## src/hdl/ucg_defs.svh

```systemverilog
// timing, field and mode constants for the serial clock generator and frame engine
// included by the core and receive buffer modules, not by the package
`ifndef UCG_DEFS_SVH
`define UCG_DEFS_SVH
`define UCG_DIV_W 12
`define UCG_DIV_RESET 12'h000
`define UCG_OS_NORMAL 5'h10
`define UCG_OS_DOUBLE 5'h08
`define UCG_OS_SYNC 5'h02
`define UCG_HALF_NORMAL 5'h08
`define UCG_HALF_DOUBLE 5'h04
`define UCG_FILT_VOTE 2'h2
`define UCG_BUF_DEPTH 2
`endif

```

## src/hdl/ucg_pkg.sv

```systemverilog
// types shared by the serial clock generator and its receive buffer
// assumes ucg_defs.svh is on the include path
package ucg_pkg;
   typedef enum logic [3:0] {
      UCG_ASYNC_NORMAL = 4'h1,
      UCG_ASYNC_DOUBLE = 4'h2,
      UCG_SYNC_MASTER = 4'h4,
      UCG_SYNC_SLAVE = 4'h8
   } ucg_mode_t;
   typedef struct packed {
      logic [8:0] data;
      logic frame_err;
      logic parity_err;
      logic overrun;
   } ucg_rx_word_t;
   typedef struct packed {
      logic sync_mode_select;
      logic double_speed_bit;
      logic transfer_clock_pin_direction;
      logic clock_polarity_select;
      logic [2:0] char_size;
      logic parity_en;
      logic parity_odd;
      logic two_stop;
   } ucg_cfg_t;
endpackage : ucg_pkg

```

## src/hdl/ucg_core.sv

```systemverilog
// serial transceiver: clock generation, transmitter and receiver
// assumes all inputs synchronous to clk_in except the transfer clock pin
//
// Contract
// - sync_mode_select 0 selects asynchronous, 1 selects synchronous operation.
// - in sync mode, pin direction output means master, input means slave.
// - transfer clock pin used only in synchronous mode.
// - baud counter on system clock, reloads at zero or low-byte write.
// - one baud tick per zero, rate fosc over divisor plus one.
// - transmitter divides baud ticks by 16, 8 or 2 per mode; sync slave follows the external clock.
// - receiver uses 16 or 8 states per bit in async; sync samples once per bit on the sample edge.
// - baud divisor is 12 bits from high and low bytes.
// - double speed affects only asynchronous operation.
// - double speed receiver takes 8 samples per bit, not 16.
// - slave clock passes a sync register then edge detector, two-cycle delay.
// - single transmit buffer ahead of shift register, no gaps between frames.
// - two-entry receive buffer, flags frame, overrun and parity errors.
// - frames carry 5 to 9 data bits and one or two stops.
// - odd or even parity generated on transmit, checked on receive.
// - asynchronous receiver low-pass filters input and rejects false start bits.
// - three events: transmit complete, buffer empty, receive complete.
// - clock and data recovery only in asynchronous reception.
// - polarity 0 changes data on rising, samples on falling; 1 swapped.
// - start bit, data lsb first, optional parity, stops; idle high.
// - parity is xor of data bits, inverted for odd.
`timescale 1ns/1ps
`default_nettype none
`include "ucg_defs.svh"
module ucg_core (
   // clock and reset
   input wire logic clk_in,
   input wire logic resetn_in,
   input wire logic ce_in,
   // configuration
   input wire ucg_pkg::ucg_cfg_t cfg_in,
   input wire logic serial_power_reduction_bit_in,
   input wire logic [7:0] baud_divisor_low_in,
   input wire logic baud_divisor_low_wr_in,
   input wire logic [3:0] baud_divisor_high_in,
   input wire logic baud_divisor_high_wr_in,
   // transmit data
   input wire logic [8:0] tx_data_in,
   input wire logic tx_valid_in,
   output logic tx_ready_out,
   // receive data
   output logic rx_valid_out,
   input wire logic rx_ready_in,
   output ucg_pkg::ucg_rx_word_t rx_word_out,
   // events
   output logic tx_complete_out,
   output logic tx_buffer_empty_out,
   output logic rx_complete_out,
   // pins
   output logic serial_tx_pin_out,
   input wire logic serial_rx_pin_in,
   input wire logic transfer_clock_pin_in,
   output logic transfer_clock_pin_out,
   output logic transfer_clock_pin_oe_out
);
   import ucg_pkg::*;

   // ----------------------------------------
   // mode decode
   // ----------------------------------------
   function automatic ucg_mode_t decode_mode(input ucg_cfg_t c);
      if (!c.sync_mode_select) begin
         decode_mode = c.double_speed_bit ? UCG_ASYNC_DOUBLE : UCG_ASYNC_NORMAL;
      end else begin
         decode_mode = c.transfer_clock_pin_direction ? UCG_SYNC_MASTER : UCG_SYNC_SLAVE;
      end
   endfunction : decode_mode

   function automatic logic [4:0] ticks_per_bit(input ucg_mode_t m);
      unique case (m)
         UCG_ASYNC_NORMAL: ticks_per_bit = `UCG_OS_NORMAL;
         UCG_ASYNC_DOUBLE: ticks_per_bit = `UCG_OS_DOUBLE;
         UCG_SYNC_MASTER: ticks_per_bit = `UCG_OS_SYNC;
         default: ticks_per_bit = `UCG_OS_SYNC;
      endcase
   endfunction : ticks_per_bit

   ucg_mode_t mode;
   logic active;
   logic is_sync;
   logic is_slave;
   assign mode = decode_mode(cfg_in);
   assign is_sync = cfg_in.sync_mode_select;
   assign is_slave = (mode == UCG_SYNC_SLAVE);
   assign active = !serial_power_reduction_bit_in;

   // ----------------------------------------
   // baud generator
   // ----------------------------------------
   logic [3:0] div_high;
   logic [7:0] div_low;
   logic [`UCG_DIV_W-1:0] baud_cnt;
   logic baud_tick;
   always_ff @(posedge clk_in or negedge resetn_in) begin
      if (!resetn_in) begin
         div_high <= 4'h0;
         div_low <= 8'h00;
      end else if (ce_in) begin
         if (baud_divisor_high_wr_in) begin
            div_high <= baud_divisor_high_in;
         end
         if (baud_divisor_low_wr_in) begin
            div_low <= baud_divisor_low_in;
         end
      end
   end
   assign baud_tick = active && (baud_cnt == 12'h000);
   always_ff @(posedge clk_in or negedge resetn_in) begin
      if (!resetn_in) begin
         baud_cnt <= `UCG_DIV_RESET;
      end else if (ce_in) begin
         if (baud_divisor_low_wr_in) begin
            baud_cnt <= {div_high, baud_divisor_low_in};
         end else if (baud_cnt == 12'h000) begin
            baud_cnt <= {div_high, div_low};
         end else begin
            baud_cnt <= baud_cnt - 12'h001;
         end
      end
   end

   // ----------------------------------------
   // external clock sync and edges
   // ----------------------------------------
   logic xck_meta;
   logic xck_sync;
   logic xck_prev;
   logic xck_rise;
   logic xck_fall;
   always_ff @(posedge clk_in or negedge resetn_in) begin
      if (!resetn_in) begin
         xck_meta <= 1'b0;
         xck_sync <= 1'b0;
         xck_prev <= 1'b0;
      end else if (ce_in) begin
         xck_meta <= transfer_clock_pin_in;
         xck_sync <= xck_meta;
         xck_prev <= xck_sync;
      end
   end
   assign xck_rise = is_slave && xck_sync && !xck_prev;
   assign xck_fall = is_slave && !xck_sync && xck_prev;

   // ----------------------------------------
   // master clock out and bit strobes
   // ----------------------------------------
   logic xcko;
   logic change_edge;
   logic sample_edge;
   always_ff @(posedge clk_in or negedge resetn_in) begin
      if (!resetn_in) begin
         xcko <= 1'b0;
      end else if (ce_in) begin
         if (mode != UCG_SYNC_MASTER) begin
            xcko <= 1'b0;
         end else if (baud_tick) begin
            xcko <= ~xcko;
         end
      end
   end
   assign transfer_clock_pin_out = xcko ^ cfg_in.clock_polarity_select;
   assign transfer_clock_pin_oe_out = (mode == UCG_SYNC_MASTER);
   // change on rising (pol 0) or falling (pol 1) of the pin level
   always_comb begin
      change_edge = 1'b0;
      sample_edge = 1'b0;
      if (mode == UCG_SYNC_MASTER) begin
         change_edge = baud_tick && !xcko;
         sample_edge = baud_tick && xcko;
      end else if (is_slave) begin
         change_edge = cfg_in.clock_polarity_select ? xck_fall : xck_rise;
         sample_edge = cfg_in.clock_polarity_select ? xck_rise : xck_fall;
      end
   end

   // ----------------------------------------
   // transmitter
   // ----------------------------------------
   logic [8:0] tx_buf;
   logic tx_buf_full;
   logic [11:0] tx_shift;
   logic [3:0] tx_bits_left;
   logic [4:0] tx_tick_cnt;
   logic tx_bit_end;
   logic tx_load;
   logic [3:0] nbits;
   logic [8:0] tx_mask;
   logic [8:0] tx_d;
   logic tx_par;
   assign nbits = (cfg_in.char_size == 3'h7) ? 4'h9 : {2'b00, cfg_in.char_size[1:0]} + 4'h5;
   assign tx_mask = 9'h1FF >> (4'h9 - nbits);
   assign tx_d = tx_buf & tx_mask;
   assign tx_par = (^tx_d) ^ cfg_in.parity_odd;
   assign tx_ready_out = active && !tx_buf_full;
   assign tx_buffer_empty_out = !tx_buf_full;
   always_comb begin
      if (is_sync) begin
         tx_bit_end = change_edge;
      end else begin
         tx_bit_end = baud_tick && (tx_tick_cnt == ticks_per_bit(mode) - 5'h01);
      end
   end
   // next frame may load at the end of the last stop bit, so frames run gapless
   assign tx_load = tx_buf_full && (is_sync ? change_edge : baud_tick)
      && (tx_bits_left == 4'h0 || (tx_bits_left == 4'h1 && tx_bit_end));
   always_ff @(posedge clk_in or negedge resetn_in) begin
      if (!resetn_in) begin
         tx_buf <= 9'h000;
         tx_buf_full <= 1'b0;
      end else if (ce_in) begin
         if (tx_valid_in && tx_ready_out) begin
            tx_buf <= tx_data_in;
            tx_buf_full <= 1'b1;
         end else if (tx_load) begin
            tx_buf_full <= 1'b0;
         end
      end
   end
   always_ff @(posedge clk_in or negedge resetn_in) begin
      if (!resetn_in) begin
         tx_tick_cnt <= 5'h00;
      end else if (ce_in) begin
         if (tx_load || tx_bit_end || tx_bits_left == 4'h0) begin
            tx_tick_cnt <= 5'h00;
         end else if (baud_tick) begin
            tx_tick_cnt <= tx_tick_cnt + 5'h01;
         end
      end
   end
   always_ff @(posedge clk_in or negedge resetn_in) begin
      if (!resetn_in) begin
         tx_shift <= 12'hFFF;
         tx_bits_left <= 4'h0;
         serial_tx_pin_out <= 1'b1;
         tx_complete_out <= 1'b0;
      end else if (ce_in) begin
         tx_complete_out <= 1'b0;
         if (tx_load) begin
            // frame: start, data lsb first, parity, stops
            tx_shift <= ({3'h7, tx_d} | ~{3'h0, tx_mask}) & ~(12'h001 << nbits)
               | ({11'h000, tx_par | !cfg_in.parity_en} << nbits) | ~(12'hFFF >> 1);
            // one bit end per sent bit, the last one returns the line to idle
            tx_bits_left <= nbits + {3'h0, cfg_in.parity_en} + {3'h0, cfg_in.two_stop} + 4'h2;
            serial_tx_pin_out <= 1'b0;
         end else if (tx_bits_left != 4'h0 && tx_bit_end) begin
            serial_tx_pin_out <= tx_shift[0];
            tx_shift <= {1'b1, tx_shift[11:1]};
            tx_bits_left <= tx_bits_left - 4'h1;
            if (tx_bits_left == 4'h1) begin
               serial_tx_pin_out <= 1'b1;
               tx_complete_out <= !tx_buf_full;
            end
         end
      end
   end

   // ----------------------------------------
   // receiver: filter, recovery, shift
   // ----------------------------------------
   logic [2:0] rx_hist;
   logic rx_filt;
   logic [4:0] rx_tick_cnt;
   logic [3:0] rx_bit_idx;
   logic [8:0] rx_data;
   logic rx_busy;
   logic rx_take;
   logic [4:0] half_bit;
   ucg_rx_word_t rx_new;
   logic rx_push;
   logic rx_buf_ready;
   logic overrun_pend;
   assign half_bit = cfg_in.double_speed_bit ? `UCG_HALF_DOUBLE : `UCG_HALF_NORMAL;
   always_ff @(posedge clk_in or negedge resetn_in) begin
      if (!resetn_in) begin
         rx_hist <= 3'h7;
      end else if (ce_in && (is_sync ? sample_edge : baud_tick)) begin
         rx_hist <= {rx_hist[1:0], serial_rx_pin_in};
      end
   end
   // majority of three samples in async, latest sample alone in sync
   assign rx_filt = is_sync ? rx_hist[0] : ({1'b0, rx_hist[0]} + {1'b0, rx_hist[1]}
      + {1'b0, rx_hist[2]} >= `UCG_FILT_VOTE);
   // take point: mid-bit in async, sample edge in sync
   assign rx_take = is_sync ? (rx_busy && sample_edge)
      : (rx_busy && baud_tick && rx_tick_cnt == ticks_per_bit(mode) - 5'h01);
   always_ff @(posedge clk_in or negedge resetn_in) begin
      if (!resetn_in) begin
         rx_busy <= 1'b0;
         rx_tick_cnt <= 5'h00;
         rx_bit_idx <= 4'h0;
         rx_data <= 9'h000;
         rx_push <= 1'b0;
         rx_new <= '0;
      end else if (ce_in) begin
         rx_push <= 1'b0;
         if (!rx_busy) begin
            if (is_sync && sample_edge && !serial_rx_pin_in) begin
               rx_busy <= 1'b1;
               rx_bit_idx <= 4'h1;
               rx_data <= 9'h000;
            end else if (!is_sync && baud_tick && !rx_filt) begin
               rx_busy <= 1'b1;
               rx_tick_cnt <= 5'h01;
               rx_bit_idx <= 4'h0;
               rx_data <= 9'h000;
            end
         end else begin
            if (baud_tick && !is_sync) begin
               rx_tick_cnt <= rx_take ? 5'h00 : rx_tick_cnt + 5'h01;
               // false start: line high again at centre of start bit
               if (rx_bit_idx == 4'h0 && rx_tick_cnt == half_bit && rx_filt) begin
                  rx_busy <= 1'b0;
               end else if (rx_bit_idx == 4'h0 && rx_tick_cnt == half_bit) begin
                  rx_tick_cnt <= 5'h01;
                  rx_bit_idx <= 4'h1;
               end
            end
            if (rx_take && rx_bit_idx != 4'h0) begin
               rx_bit_idx <= rx_bit_idx + 4'h1;
               if (rx_bit_idx <= nbits) begin
                  rx_data[rx_bit_idx - 4'h1] <= rx_filt;
               end else if (cfg_in.parity_en && rx_bit_idx == nbits + 4'h1) begin
                  rx_new.parity_err <= rx_filt ^ (^rx_data) ^ cfg_in.parity_odd;
               end else begin
                  // only the first stop bit is checked
                  rx_busy <= 1'b0;
                  rx_push <= 1'b1;
                  rx_new.data <= rx_data;
                  rx_new.frame_err <= !rx_filt;
                  // flags that a word was lost before this one
                  rx_new.overrun <= overrun_pend;
                  if (!cfg_in.parity_en) begin
                     rx_new.parity_err <= 1'b0;
                  end
               end
            end
         end
      end
   end
   always_ff @(posedge clk_in or negedge resetn_in) begin
      if (!resetn_in) begin
         overrun_pend <= 1'b0;
      end else if (ce_in) begin
         if (rx_push && !rx_buf_ready) begin
            overrun_pend <= 1'b1;
         end else if (rx_push) begin
            overrun_pend <= 1'b0;
         end
      end
   end

   ucg_rx_buf u_rx_buf (
      .clk_in(clk_in),
      .resetn_in(resetn_in),
      .ce_in(ce_in),
      .in_valid_in(rx_push),
      .in_ready_out(rx_buf_ready),
      .in_word_in(rx_new),
      .out_valid_out(rx_valid_out),
      .out_ready_in(rx_ready_in),
      .out_word_out(rx_word_out)
   );
   assign rx_complete_out = rx_valid_out;

   // ----------------------------------------
   // checks
   // ----------------------------------------
   a_baud_reload: assert property (@(posedge clk_in) disable iff (!resetn_in)
      ce_in && baud_divisor_low_wr_in |=> baud_cnt == {div_high, div_low}) else $error("baud reload missed");
   a_baud_count: assert property (@(posedge clk_in) disable iff (!resetn_in)
      ce_in && baud_cnt != 12'h000 && !baud_divisor_low_wr_in |=> baud_cnt == $past(baud_cnt) - 12'h001)
      else $error("baud count step wrong");
   a_pin_async_off: assert property (@(posedge clk_in) disable iff (!resetn_in)
      !cfg_in.sync_mode_select |-> !transfer_clock_pin_oe_out) else $error("clock pin driven in async");
   a_master_drive: assert property (@(posedge clk_in) disable iff (!resetn_in)
      cfg_in.sync_mode_select && cfg_in.transfer_clock_pin_direction |-> transfer_clock_pin_oe_out)
      else $error("master not driving clock");
   a_slave_edge: assert property (@(posedge clk_in) disable iff (!resetn_in)
      ce_in [*3] ##0 is_slave && $rose(xck_sync) |-> xck_rise) else $error("slave edge lost");
   a_idle_high: assert property (@(posedge clk_in) disable iff (!resetn_in)
      tx_bits_left == 4'h0 && !tx_load |=> serial_tx_pin_out) else $error("idle line not high");
   a_start_low: assert property (@(posedge clk_in) disable iff (!resetn_in)
      ce_in && tx_load |=> !serial_tx_pin_out) else $error("start bit not low");
   a_tx_ratio: assert property (@(posedge clk_in) disable iff (!resetn_in)
      !is_sync |-> tx_tick_cnt < ticks_per_bit(mode))
      else $error("tx bit length wrong");
   a_ds_sync_none: assert property (@(posedge clk_in) disable iff (!resetn_in)
      is_sync |-> ticks_per_bit(mode) == `UCG_OS_SYNC) else $error("double speed leaked into sync");
   c_tx_frame: cover property (@(posedge clk_in) tx_complete_out);
   c_rx_frame: cover property (@(posedge clk_in) rx_push && !rx_new.frame_err);
   c_overrun: cover property (@(posedge clk_in) rx_push && !rx_buf_ready);
   c_slave_edge: cover property (@(posedge clk_in) xck_rise);
endmodule : ucg_core
`default_nettype wire

```

## src/hdl/ucg_rx_buf.sv

```systemverilog
// two-entry receive buffer with valid and ready on both sides
// assumes a single clock domain shared with the frame engine
`timescale 1ns/1ps
`default_nettype none
`include "ucg_defs.svh"
module ucg_rx_buf (
   // clock and reset
   input wire logic clk_in,
   input wire logic resetn_in,
   input wire logic ce_in,
   // fill side
   input wire logic in_valid_in,
   output logic in_ready_out,
   input wire ucg_pkg::ucg_rx_word_t in_word_in,
   // drain side
   output logic out_valid_out,
   input wire logic out_ready_in,
   output ucg_pkg::ucg_rx_word_t out_word_out
);
   import ucg_pkg::*;
   ucg_rx_word_t mem [0:`UCG_BUF_DEPTH-1];
   logic wr_ptr;
   logic rd_ptr;
   logic [1:0] count;
   logic do_wr;
   logic do_rd;
   assign in_ready_out = (count != 2'h2);
   assign out_valid_out = (count != 2'h0);
   assign do_wr = ce_in && in_valid_in && in_ready_out;
   assign do_rd = ce_in && out_valid_out && out_ready_in;
   assign out_word_out = mem[rd_ptr];
   always_ff @(posedge clk_in) begin
      if (do_wr) begin
         mem[wr_ptr] <= in_word_in;
      end
   end
   always_ff @(posedge clk_in or negedge resetn_in) begin
      if (!resetn_in) begin
         wr_ptr <= 1'b0;
         rd_ptr <= 1'b0;
         count <= 2'h0;
      end else begin
         if (do_wr) begin
            wr_ptr <= ~wr_ptr;
         end
         if (do_rd) begin
            rd_ptr <= ~rd_ptr;
         end
         count <= count + {1'b0, do_wr} - {1'b0, do_rd};
      end
   end
   a_buf_no_overfill: assert property (@(posedge clk_in) disable iff (!resetn_in)
      count <= 2'h2) else $error("receive buffer count above depth");
endmodule : ucg_rx_buf
`default_nettype wire

```

## config.mk

```make
export PLATFORM = sky130hd
export DESIGN_NAME = ucg_core
export DESIGN_NICKNAME = d
export VERILOG_FILES = /design/src/hdl/ucg_pkg.sv /design/src/hdl/ucg_core.sv /design/src/hdl/ucg_rx_buf.sv
export VERILOG_INCLUDE_DIRS = /design/src /design/src/hdl
export SDC_FILE = /design/constraint.sdc
export NUM_CORES = 1
export LEC_CHECK = 0
export BUFFER_PORTS_ARGS = -buffer_cell sky130_fd_sc_hd__clkbuf_2
export CAP_MARGIN = 20
export CORE_MARGIN = 4
export CORE_UTILIZATION = 30
export CTS_CLUSTER_DIAMETER = 150
export DETAILED_ROUTE_END_ITERATION = 8
export MAX_ROUTING_LAYER = met4
export SLEW_MARGIN = 0
export SYNTH_ARGS = -nofsm -noshare
export SYNTH_HDL_FRONTEND = slang
export SYNTH_SLANG_ARGS = --single-unit
export TNS_END_PERCENT = 30
```

## constraint.sdc

```tcl
create_clock -name clk_in -period 4.55 [get_ports clk_in]
set_input_delay 0.6825 -clock clk_in [delete_from_list [all_inputs] [get_ports clk_in]]
set_output_delay 0.6825 -clock clk_in [all_outputs]
set_load 0.1 [all_outputs]
```

# == Word level (Yosys, flattened, before mapping) ==
# Memories as Yosys holds them, arrays and structs flattened.
# Index checks and enable logic that the tools add are counted.
# word_totals
mem_bits_rw,24
mem_count,1
wordCells,239
out_inout_bits,20
in_bits,41
regBits,101
# mem_list
name,words,width,rd,rd_clocked_by_memory_dff,wr,line_no,rtl
u_rx_buf.mem,2,12,1,0,1,ucg_rx_buf.sv:21,ucg_rx_word_t mem [0:`UCG_BUF_DEPTH-1];
# op_classes
magnitude_cmp,4
bitwise_logic,16
shift,3
n_eq_ne,20
n_reduce_logical,73
muxes,76
addsub,18
# ops
operator,count
2-to-1 mux 4 bit,13
2-to-1 mux 5 bit,10
2-to-1 mux 12 bit,4
2-to-1 mux 9 bit,5
2-to-1 mux 1 bit,40
logical AND 1 bit,32
OR 11 bit,2
parity 9 bit,2
AND reduction 2 bit,8
AND reduction 5 bit,3
nonzero test 2 bit,7
logical NOT 12 bit,1
"subtractor 12 x 1 -> 12 bit, second input constant",1
AND 11 bit,1
inverter 11 bit,1
inverter 9 -> 11 bit,1
<< shifter 1 x 4 -> 11 bit,1
"<< shifter 1 x 4 -> 11 bit, first input constant",1
"adder 5 x 1 -> 5 bit, second input constant",2
== test 5 bit,2
logical NOT 1 bit,10
one-hot mux 5 bit (2 select lines),1
"subtractor 5 x 1 -> 5 bit, second input constant",2
AND 9 bit,1
other kinds (37),59

# == Logic depth before layout (Yosys ltp) ==
# depth
word_depth,16
depth_mapped,12

# == Modules after synthesis ==
# Synthesis repeated with hierarchy kept, for this count alone.
# hier_totals
cells_unflattened,662
hier_area_um2,6944.2
# by_module_without_submodules
module,cells_each,area_each_um2,instances
ucg_core,607,5876.9,1
ucg_rx_buf,55,1067.3,1

# == Least setup slack after synthesis ==
# OpenSTA, ideal clock, no wires.
# synth_timing
kind,input to register
startpoint,input port cfg_in[9] (netlist name)
endpoint,register rx_busy
n_path_buf,1
path_stages,7
t_arrival_ns,3.179
setup_ns,0.134
setup_slack_ns,1.237
cell_sequence,inv_1 nor2_1 a2111oi_0 a211oi_1 clkbuf_1 a21o_1 o22ai_1
# synth_between
word_cells_on_any_way,35
cone_classes,1 x add/sub; 5 x eq/ne; 15 x mux; 14 x reduce/logical
# synth_lines
element,line_no,rtl
"start, declared",ucg_core.sv:35,"input wire ucg_pkg::ucg_cfg_t cfg_in,"
2-to-1 mux 4 bit (*),ucg_core.sv:66,if (!c.sync_mode_select) begin
== test 4 x 3 -> 1 bit (*),-,
net transfer_clock_pin_oe_out,ucg_core.sv:58,output logic transfer_clock_pin_oe_out
2-to-1 mux 1 bit (*),ucg_core.sv:171,if (mode == UCG_SYNC_MASTER) begin
logical AND 1 bit,ucg_core.sv:288,assign rx_take = is_sync ? (rx_busy && sample_edge)
2-to-1 mux 1 bit,ucg_core.sv:288,
logical AND 1 bit,ucg_core.sv:322,if (rx_take && rx_bit_idx != 4'h0) begin
2-to-1 mux 1 bit,ucg_core.sv:322,
2-to-1 mux 1 bit (*),ucg_core.sv:300,if (!rx_busy) begin
"end signal, assigned",ucg_core.sv:292,rx_busy <= 1'b0;
"end signal, assigned",ucg_core.sv:302,rx_busy <= 1'b1;
"end signal, assigned",ucg_core.sv:306,rx_busy <= 1'b1;
"end, declared",ucg_core.sv:269,logic rx_busy;
# Mark *: on every way through the listed nets, which the timed path passes. The rest lies on a longest branch.
# A chain may end at the register's enable or synchronous reset.

# == Final worst setup path ==
# layout_timing
startpoint,input port cfg_in[3] (netlist name)
endpoint,register rx_new[3] (netlist name)
# layout_between
elab_chain_cells,7
word_cells_on_any_way,10
cone_classes,2 x add/sub; 1 x order compare; 2 x eq/ne; 1 x mux; 2 x bitwise; 2 x reduce/logical
# layout_lines
element,line_no,rtl
adder 2 x 3 -> 4 bit or == test 3 bit (tied branches),ucg_core.sv:194,"assign nbits = (cfg_in.char_size == 3'h7) ? 4'h9 : {2'b00, cfg_in.char_size[1:0]} + 4'h5;"
2-to-1 mux 4 bit (*),ucg_core.sv:194,
adder 4 x 1 -> 4 bit,ucg_core.sv:326,end else if (cfg_in.parity_en && rx_bit_idx == nbits + 4'h1) begin
== test 4 bit,ucg_core.sv:326,
logical AND 1 bit,ucg_core.sv:326,
inverter 1 bit (no line),-,
AND reduction 5 bit (no line) (*),-,
"end, declared",ucg_core.sv:272,ucg_rx_word_t rx_new;
# Every way passes the cells marked *; elsewhere a longest branch is shown, timed or not.

==> metrics.txt <==
# TYPE chip_impl_metric gauge
chip_impl_metric{name="ys.warnings.count",unit=""} 0
chip_impl_metric{name="worst-r2r-setup-slack",unit="ns"} 1.34
chip_impl_metric{name="swShare",unit="%"} 37.84
chip_impl_metric{name="drt-initial-drc-count",unit=""} 241
chip_impl_metric{name="grt_pass1_vias",unit=""} 5200
chip_impl_metric{name="grt_max_degree",unit=""} 67
chip_impl_info{name="synthMostInstantiatedCell",value="sky130_fd_sc_hd__dfrtp_1"} 1
chip_impl_info{name="category_of_the_critical_setup_timing_path",value="in -> reg"} 1
chip_impl_metric{name="routed_via_density",unit=""} 5.000
chip_impl_metric{name="timing.slew.headroom",unit="%"} 31.12
chip_impl_metric{name="power.static_leakage",unit="nW"} 3.531
chip_impl_metric{name="final_net_count",unit=""} 794
chip_impl_metric{name="drv.max_cap_violation_count",unit=""} 0
chip_impl_metric{name="p_switching",unit="mW"} 1.732
chip_impl_metric{name="post-place-ws",unit="ns"} 0.6014
chip_impl_metric{name="initial_core_util",unit="%"} 30.83
chip_impl_metric{name="postLayoutSetupSlackWorst",unit="ns"} 0.9601
chip_impl_metric{name="num_rows",unit=""} 55
chip_impl_info{name="result_of_the_run",value="completed"} 1
chip_impl_metric{name="synth_async_sr_flop_share",unit="%"} 80.65
chip_impl_metric{name="synthesis.area",unit="um^2"} 7066
chip_impl_metric{name="layout-area-overhead-vs-synth",unit="%"} 17.11
chip_impl_metric{name="synthDistinctLibCells",unit=""} 76
chip_impl_info{name="ys_top_cells_by_area",value="sky130_fd_sc_hd__dfrtp_1, sky130_fd_sc_hd__edfxtp_1, sky130_fd_sc_hd__mux2_2, sky130_fd_sc_hd__dfstp_2, sky130_fd_sc_hd__ha_1"} 1
chip_impl_metric{name="drt_drc_violations_left",unit=""} 0
chip_impl_metric{name="drt-total-wl",unit="mm"} 15.94
chip_impl_info{name="post-synth-top-area-cell",value="sky130_fd_sc_hd__dfrtp_1"} 1
chip_impl_metric{name="critical_path_arrival",unit="ns"} 3.89
chip_impl_metric{name="syn_avg_cell_area",unit="um^2"} 10.61
chip_impl_metric{name="postSynthRegisterBits",unit=""} 124
chip_impl_metric{name="final_antenna_net_count",unit=""} 0
chip_impl_metric{name="power.clock.fraction",unit="%"} 29.6
chip_impl_metric{name="grt_first_pass_wirelength",unit="mm"} 27.03
chip_impl_info{name="worstReg2RegEnd",value="rx_new[10]"} 1
chip_impl_metric{name="drt_pass1_iterations",unit=""} 4
chip_impl_metric{name="power.combinational.fraction",unit="%"} 34.6
chip_impl_metric{name="design.die.area",unit="um^2"} 26070
chip_impl_info{name="critPathLaunchType",value="input port"} 1
chip_impl_metric{name="portion_of_the_post_synthesis_area_used_by_sequential_elements",unit="%"} 45.88
chip_impl_metric{name="worst_pin_slew",unit="ns"} 1.024
chip_impl_metric{name="clkSlewWorstSetupHoldPaths",unit="ns"} 0.06
chip_impl_metric{name="synth_enable_flop_cells",unit=""} 24
chip_impl_metric{name="wl_per_cell",unit="um"} 15.22
chip_impl_metric{name="timing.clock.skew",unit="ns"} 0.01068
chip_impl_metric{name="irDropWorstVdd",unit="uV"} 418.5
chip_impl_metric{name="finalSetupTns",unit="ns"} 0
chip_impl_metric{name="placeableCoreArea",unit="um^2"} 22920
chip_impl_metric{name="cp.required",unit="ns"} 4.85
chip_impl_metric{name="nFillCells",unit=""} 2288
chip_impl_metric{name="postSynthCellCount",unit=""} 666
chip_impl_metric{name="cts_repair_resize_count",unit=""} 0
chip_impl_metric{name="hold_viol",unit=""} 0
chip_impl_metric{name="via_count",unit=""} 5235
chip_impl_metric{name="gr-total-overflow",unit=""} 0
chip_impl_metric{name="drive_gt1_share",unit="%"} 23.43
chip_impl_metric{name="cts-hold-fix-buffers",unit=""} 0
chip_impl_metric{name="post-dp-hpwl",unit="mm"} 11.48
chip_impl_metric{name="reg2reg_depth",unit=""} 8
chip_impl_info{name="grt_setup_unrepaired",value="false"} 1
chip_impl_metric{name="die_w",unit="um"} 161.5
chip_impl_metric{name="synth_largest_type_area_fraction",unit="%"} 30.10
chip_impl_metric{name="portBuffers",unit=""} 60
chip_impl_metric{name="part_of_the_cycle_the_worst_path_needs",unit="%"} 78.90
chip_impl_metric{name="chipHeight",unit="um"} 161.5
chip_impl_info{name="cts-root-buf",value="sky130_fd_sc_hd__clkbuf_16"} 1
chip_impl_metric{name="timing.final.max_slew_violations",unit=""} 0
chip_impl_info{name="min-delay-path-class",value="in -> async"} 1
chip_impl_info{name="cts_tree",value="done"} 1
chip_impl_metric{name="max_freq",unit="MHz"} 278.6
chip_impl_metric{name="gp_congestion",unit=""} 0.8807
chip_impl_metric{name="final-seq-area",unit="um^2"} 3242
chip_impl_metric{name="finalSetupViolCount",unit=""} 0
chip_impl_info{name="endpoint_kind_of_the_worst_setup_timing_path",value="register"} 1
chip_impl_metric{name="cts_inserted_buffers",unit=""} 17
chip_impl_metric{name="design.portCount",unit=""} 61
chip_impl_metric{name="net_count_of_the_mapped_netlist",unit=""} 739
chip_impl_metric{name="clock_latency",unit="ns"} 0.42
chip_impl_metric{name="number_of_antenna_violations_at_the_first_check_in_global_routing",unit=""} 0
chip_impl_info{name="r2r_startpoint",value="baud_cnt[0]"} 1
chip_impl_metric{name="worst-path-max-fanout",unit=""} 13
chip_impl_metric{name="power.internal",unit="mW"} 2.845
chip_impl_metric{name="fin_crit",unit="ns"} 3.590
chip_impl_metric{name="multiInputGateArea",unit="um^2"} 3566
chip_impl_metric{name="post_cts_buffers",unit=""} 0
chip_impl_info{name="synth_flop_cell",value="sky130_fd_sc_hd__dfrtp_1"} 1
chip_impl_metric{name="antenna_cells",unit=""} 0
chip_impl_metric{name="h-tree-depth",unit=""} 4
chip_impl_metric{name="clockBufferDepth",unit=""} 2
chip_impl_metric{name="groute.usage.overall",unit="%"} 13.14
chip_impl_info{name="post_synth_most_frequent_cells",value="sky130_fd_sc_hd__dfrtp_1, sky130_fd_sc_hd__nor2_1, sky130_fd_sc_hd__mux2_2, sky130_fd_sc_hd__nand2_1, sky130_fd_sc_hd__o21ai_0"} 1
chip_impl_metric{name="cts.sink_count",unit=""} 124
chip_impl_metric{name="powerDensity",unit="nW/um^2"} 553.2
chip_impl_metric{name="seqPwrFrac",unit="%"} 35.8
[registers in the layout, summed over array words and instances (netlist names), 4 cells and up]
signal,count
tx_shift,11
rx_new,12
rx_tick_cnt,5
tx_buf,9
tx_tick_cnt,5
rx_data,9
u_rx_buf.mem,24
div_low,8
tx_bits_left,4
rx_bit_idx,4
baud_cnt,12
div_high,4
[layout make-up]
type | instances | area share, %
Inverter | 34 | 1.542
Tap cell | 313 | 4.733
Sequential cell | 124 | 39.18
Clock inverter | 15 | 2.102
Clock buffer | 17 | 5.141
Timing Repair Buffer | 66 | 4.204
Multi-Input combinational cell | 478 | 43.10
[critical path: stages]
cell                        delay (ns)
sky130_fd_sc_hd__clkbuf_2         0.15
sky130_fd_sc_hd__ha_1             0.40
sky130_fd_sc_hd__a21boi_2         0.42
sky130_fd_sc_hd__nor2_1           0.19
sky130_fd_sc_hd__or3_1            0.34
sky130_fd_sc_hd__a2111oi_1        0.76
sky130_fd_sc_hd__a211o_1          0.56
sky130_fd_sc_hd__mux2_2           0.39
[worst max path at each step]
stage,start,endpoint,slack [ns],cells after the start
2_1_floorplan,cfg_in[9],rx_busy,1.24,7
5_1_grt,cfg_in[3],rx_new[4],0.68,8
4_1_cts,cfg_in[3],rx_new[3],1.04,8
6_report,cfg_in[3],rx_new[3],0.96,8
3_5_place_dp,cfg_in[3],rx_new[3],0.60,8
3_3_place_gp,cfg_in[3],rx_new[4],0.67,8
[logic make-up (layout without fill, tap and decap cells)]
| family | count (synthesis) | count (layout) | synth area share (%) |
|---|---|---|---|
| and+or+nand+nor | 181 | 181 | 13.30 |
| AOI/OAI and AO/OA | 168 | 168 | 16.27 |
| DFF | 124 | 124 | 45.88 |
| buffers and inverters | 64 | 132 | 3.719 |
| muxes | 62 | 62 | 9.722 |
| xor gates and xnor gates | 35 | 35 | 5.330 |
| adders and majority gates | 32 | 32 | 5.773 |
[metrics by stage]
stage	utilization [%]	instance area (um^2)	power, mW	std cells	hold WS [ns]
6_report	36.11	8274	4.577	1047	0.3427
5_1_grt	36.11	8274	4.848	1047	0.4044
4_1_cts	36.07	8267	4.612	1046	0.3926
3_5_place_dp	33.46	7667	3.227	1014	0.4635
3_3_place_gp	33.46	7667	3.213	1014	0.4510
2_1_floorplan	-	7066	2.897	666	0.3869
[power by group through the flow]
stage | clock, mW | combinational, mW | sequential (mW)
global route | 1.45 | 1.72 | 1.68
detailed placement | 0 | 1.57 | 1.65
CTS | 1.39 | 1.58 | 1.64
global placement | 0 | 1.56 | 1.65
floorplan | 0 | 1.31 | 1.58
finish | 1.35 | 1.58 | 1.64
[per-layer routing]
layer | global-route usage [%] | share of wire [%] | vias to the layer above
met1 | 17.61 | 50 | 2579
met5 | - | 0 | -
met3 | 3.164 | 3.6 | 8
met4 | 3.180 | 0.84 | 0
met2 | 20.19 | 46 | 79
li1 | - | - | 2569
[cell usage in the layout (no fill, tap or decap), drive strengths merged, types with 6 or more instances in the layout]
cell type  count
a21oi         32
xor2          11
inv           43
and3           7
nor4           6
nand2b        11
a21o           6
mux2i          9
nor3b          7
a211oi        10
xnor2         19
buf            7
nor2          53
dfrtp         85
o2111ai        9
clkbuf        76
ha            31
nor3           8
o21ai         36
mux2          53
nand2         40
a31oi         13
nand4          8
o22ai         11
edfxtp        24
dfstp         15
nand3         11
(Power assumes the default switching activity.)
